### config.mk
export PLATFORM = sky130hd
export DESIGN_NAME = ram_segment_guard
export DESIGN_NICKNAME = d
export VERILOG_FILES = /design/src/hdl/stack_guard_pkg.sv /design/src/hdl/ram_segment_guard.sv
export SDC_FILE = /design/constraint.sdc
export NUM_CORES = 1
export LEC_CHECK = 0
export BUFFER_PORTS_ARGS = -buffer_cell sky130_fd_sc_hd__buf_2
export CORE_UTILIZATION = 45
export DETAILED_ROUTE_END_ITERATION = 16
export PLACE_DENSITY = 0.83
export SETUP_SLACK_MARGIN = 0.3
export SYNTH_ARGS = -nofsm -noshare
export SYNTH_HDL_FRONTEND = slang
export SYNTH_SLANG_ARGS = --single-unit
### constraint.sdc
create_clock -name vclk -period 6.8
set_input_delay 2.04 -clock vclk [all_inputs]
set_output_delay 2.04 -clock vclk [all_outputs]
set_load 0.03 [all_outputs]
### src/hdl/stack_guard_pkg.sv
package stack_guard_pkg;

  // ==========================================================
  // widths and fixed addresses
  localparam int DATA_W = 16;
  localparam int PC_W = 24;
  localparam logic [15:0] SFR_SPACE_END = 16'h0800;
  localparam logic [15:0] SP_RESET = 16'h0800;
  localparam logic [15:0] WORD_STEP = 16'h0002;
  localparam logic [7:0] ZERO_BYTE = 8'h00;

  // ==========================================================
  // stack request kinds
  typedef enum logic [1:0] {
    OP_PUSH = 2'b00,
    OP_POP = 2'b01,
    OP_CALL_PC = 2'b10,
    OP_EXC_PC = 2'b11
  } stack_op_t;

  typedef struct packed {
    logic valid;
    stack_op_t op;
    logic [15:0] data;
  } stack_req_t;

  // effective address formed from the stack pointer by other addressing modes
  typedef struct packed {
    logic valid;
    logic [15:0] addr;
  } sp_ea_t;

  // one secure ram segment and the code region allowed to reach it
  typedef struct packed {
    logic enable;
    logic [15:0] ram_lo;
    logic [15:0] ram_hi;
    logic [23:0] code_lo;
    logic [23:0] code_hi;
  } seg_cfg_t;

  typedef enum logic {
    ST_IDLE = 1'b0,
    ST_PC_HI = 1'b1
  } push_state_t;

endpackage

### src/hdl/ram_segment_guard.sv
`timescale 1ns/1ps
module ram_segment_guard
  import stack_guard_pkg::*;
(
  // segment setup
  input wire seg_cfg_t cfg_i,
  // data access under test
  input wire logic access_valid_i,
  input wire logic [15:0] addr_i,
  input wire logic [23:0] exec_pc_i,
  // verdict
  output logic hit_o,
  output logic block_o
);

  logic in_ram;
  logic from_code;

  assign in_ram = (addr_i >= cfg_i.ram_lo) && (addr_i <= cfg_i.ram_hi);
  assign from_code = (exec_pc_i >= cfg_i.code_lo) && (exec_pc_i <= cfg_i.code_hi);
  assign hit_o = cfg_i.enable && access_valid_i && in_ram;
  // only code running in the owning flash segment may touch the segment
  assign block_o = hit_o && !from_code;

endmodule

Word level (Yosys, flattened, before mapping)
Index checks and enable logic that the tools add are counted.

storage, ports and cells
  input port bits = 122
  output and inout port bits = 2
  register bits after elaboration = 0
  word-level logic and storage cells = 10

cells by class
  magnitude comparators = 4
  reduce and logical (&&, ||, !) cells = 6

operator list
  operator           count
  $ge 24x24->1       1
  $le 24x24->1       1
  $ge 16x16->1       1
  $le 16x16->1       1
  $logic_and 1x1->1  5
  $logic_not 1->1    1

Longest topological paths before layout
  depth in word-level cells = 4
  gate-level depth with buffers = 8
  gate-level depth less buffers = 8

Worst setup path after synthesis
No wires, ideal clock.

  path kind = input -> output
  from = in cfg_i[49] (netlist name)
  to = out block_o
  data arrival time = 4228 ps
  data required time = 4760 ps
  stages on the path = 8
  setup slack = 532 ps
  buffers on the path = 0
  cells stage by stage = inv_1 ha_1 nor2b_1 o211ai_1 a21oi_1 o31a_1 nor4_2 a21boi_1

between the ends
  longest elaborated chain between the ends = 4

ends and longest elaborated chain
  what               RTL line                 text
  from (decl)        ram_segment_guard.sv:6   input wire seg_cfg_t cfg_i,
  $le 16x16->1       ram_segment_guard.sv:19  assign in_ram = (addr_i >= cfg_i.ram_lo) && (addr_i <= cfg_i.ram_hi);
  $logic_and 1x1->1  ram_segment_guard.sv:19
  $logic_and 1x1->1  ram_segment_guard.sv:21  assign hit_o = cfg_i.enable && access_valid_i && in_ram;
  named net hit_o    ram_segment_guard.sv:12  output logic hit_o,
  $logic_and 1x1->1  ram_segment_guard.sv:23  assign block_o = hit_o && !from_code;
  to (decl)          ram_segment_guard.sv:13  output logic block_o

The timed path passes the listed nets, and every way through them passes these cells.

Final worst setup path
  from = in exec_pc_i[0]
  to = out block_o

between the ends
  longest elaborated chain between the ends = 4
  elaborated cells on any way between the ends = 5
  those cells by class = order compare (2); reduce/logical (3)

ends and longest elaborated chain
  what                                                 RTL line                 text
  from (decl)                                          ram_segment_guard.sv:10  input wire logic [23:0] exec_pc_i,
  $ge 24x24->1 / $le 24x24->1 (equally long branches)  ram_segment_guard.sv:20  assign from_code = (exec_pc_i >= cfg_i.code_lo) && (exec_pc_i <= cfg_i.code_hi);
  $logic_and 1x1->1 (*)                                ram_segment_guard.sv:20
  $logic_not 1->1 (*)                                  ram_segment_guard.sv:23
  $logic_and 1x1->1 (*)                                ram_segment_guard.sv:23

Every way passes the cells marked *; elsewhere a longest branch is shown, timed or not.

==> flow_summary_export.csv <==
group,metric,value,unit
run_status,status,"finished clean",
clocking,cts_setup_buffers,0,
detailed_routing,firstDrtPassIters,6,
detailed_routing,drc,0,
timing,fmax,0.167,GHz
timing,max_slew.worst_pin.slew,0.462,ns
detailed_routing,routed_via_density,5.02,
detailed_routing,vias,2294,
timing,hold_viol,0,
synth,synth_top_area_cell,"ha_1",
die,initial_utilization,46.6,%
synth,synthCells,281,
pwr,total_leakage_power,0.00177,uW
synth,yosys_warnings,0,
worst_setup_path,critPathKind,"in2out",
worst_setup_path,critPathMaxFanout,2,
layout,num-clock-buffers,0,
layout,drive_gt1_share,32.1,%
detailed_routing,drtAntennaViolNets,0,
detailed_routing,wire_per_inst,11.3,um
worst_setup_path,cp.arrival,3.95,ns
timing,slew_headroom,68.4,%
synth,ys_types,31,
layout,finalInstanceArea,0.00271,mm2
timing,period_needed,5.99,ns
worst_setup_path,worst_setup_path_start_kind,"input port",
placed_design,hpwl,4.85,mm
clocking,ctsHoldBuffers,0,
placed_design,port_buffers,124,
global_routing,met1_usage,24.2,%
timing,rsz0062_at_grt,"false",
timing,slew_viol_final,0,
synth,synth.area.top_cells,"ha_1 49%, inv_1 15%, a21oi_1 7.9%",
worst_setup_path,worst_setup_path_end_kind,"output pin",
placed_design,routabilityCongestion,0.813,
placed_design,post_dp_cell_area,0.00271,mm2
global_routing,top_usage_layer,"met2",
synth,yosys.area.top_type_share,49.4,%
global_routing,overflow,0,
global_routing,grt_pass1_vias,2442,
layout,final_util,62.3,%
synth,synthesis.nets,483,
die,fp.dieH,69.1,um
layout,num-nets-final,609,
timing,tns,0,ns
die,die_w,69.1,um
worst_setup_path,required,4.76,ns
global_routing,met3_usage,2.19,%
die,num_rows,24,
layout,antenna_cells,0,
global_routing,grt_pass1_wl,9.34,mm
timing,period_share,88.1,%
layout,area_growth,33.8,%
detailed_routing,wl,5.15,mm
layout,seq_cells,0,
synth,syn_area,0.00203,mm2
detailed_routing,drtIter0Drc,33,
synth,syn_avg_cell_area,7.21,um2
die,core,0.00435,mm2
die,dieArea,0.00478,mm2
layout,fillers,384,
global_routing,antenna_found_initial,0,
clocking,cts-resized-gates,0,
global_routing,use_met2,46.4,%
global_routing,grt_use_total,22.5,%
layout,multi_input_area,0.00172,mm2
worst_hold_path,min_path_type,"in2out",
layout,final-seq-area,0,um2
die,pin_count,124,
global_routing,grt_max_degree,4,
flow_run,maxCapViolCount,0,
synth,synth-seq-area-share,0,%
timing,setup_viol,0,
pwr,ir_worst_vdd,0.0000259,V
pwr,powerDensity,54.6,mW/mm2
-- path summary, 6_finish.rpt --
path | from | endpoint | slack, ns | depth (start not counted)
setup / recovery | exec_pc_i[0] | block_o | 0.81 | 10
hold / removal | cfg_i[80] | hit_o | 4.48 | 4
-- critical path, cell delays in order --
cell and delay [ns]:
buf_2 0.09, inv_1 0.07, ha_1 0.22, nand2b_1 0.14
a2111oi_0 0.48, nor4b_1 0.11, nor3b_1 0.31, o31ai_1 0.12
a21boi_1 0.14, buf_2 0.22
-- cell usage after synthesis (all sizes together) --
| master | number |
|---|---|
| inv | 81 |
| a31o | 1 |
| nor4b | 1 |
| nor2 | 4 |
| o21a | 4 |
| o31ai | 1 |
| o21ai | 11 |
| a211o | 1 |
| o211ai | 2 |
| a32oi | 1 |
| a21o | 8 |
| nand2 | 17 |
| nor3 | 2 |
| nand3 | 2 |
| o31a | 1 |
| nand4 | 13 |
| nor3b | 1 |
| a21oi | 32 |
| a21boi | 1 |
| a211oi | 3 |
| a2111oi | 2 |
| ha | 80 |
| nor2b | 6 |
| nor4 | 3 |
| a2bb2oi | 1 |
| or4 | 1 |
| nand2b | 1 |
-- cell families after synthesis --
group	synth area share, %
adder cells (fa/ha/maj)	49.4
AND/OR/NAND/NOR	14.9
buffers and inverters	15.0
AO/OA/AOI/OAI	20.7
-- cell type report --
cell class / count / area share (%)
inverters: 81 / 11.2
multi-input cells: 200 / 63.5
well taps: 52 / 2.40
repair buffers: 124 / 22.9
-- stage by stage --
step                      hold WS, ns  std cells  total power (uW)  worst slack (ns)
final                            4.48        457               148             0.812
after global routing             4.52        457               172             0.643
after CTS                        4.49        457               149             0.835
after detailed placement         4.49        457               147             0.845
after global placement           4.49        457               140             0.878
after floorplan                  4.22        281              86.3             0.532
-- per-layer routing --
layer / vias to the layer above / share of wire, %
met1: 978 / 41
met4: 0 / 1.6
met5: - / 0
met2: 84 / 52
li1: 1224 / -
met3: 8 / 5.9
-- cell usage in the layout, fill, tap and decap left out --
cell type and n:
a32oi_1 1, nand2_2 3, a21oi_1 32, nor4b_1 1, a2111oi_1 1, o21ai_0 5, a2bb2oi_1 1, o31ai_1 1
a211oi_1 3, or4_1 1, nor2_1 4, nand3_1 2, o211ai_1 2, o21a_1 4, nor4_4 1, o31a_1 1
a21boi_1 1, nand2_1 14, a21o_1 8, nor3_1 2, a31o_1 1, nand2b_1 1, nor3b_1 1, nand4_1 13
ha_1 80, buf_2 124, o21ai_1 6, a211o_1 1, a2111oi_0 1, inv_1 81, nor4_2 2, nor2b_1 6
-- power breakdown --
| group | leakage, uW | internal (uW) | total, uW | switching [uW] |
|---|---|---|---|---|
| combinational | 0.00177 | 74.4 | 148 | 73.8 |
| clock | 0 | 0 | 0 | 0 |
| sequential | 0 | 0 | 0 | 0 |
No activity file was read; power rests on OpenSTA's default activity.
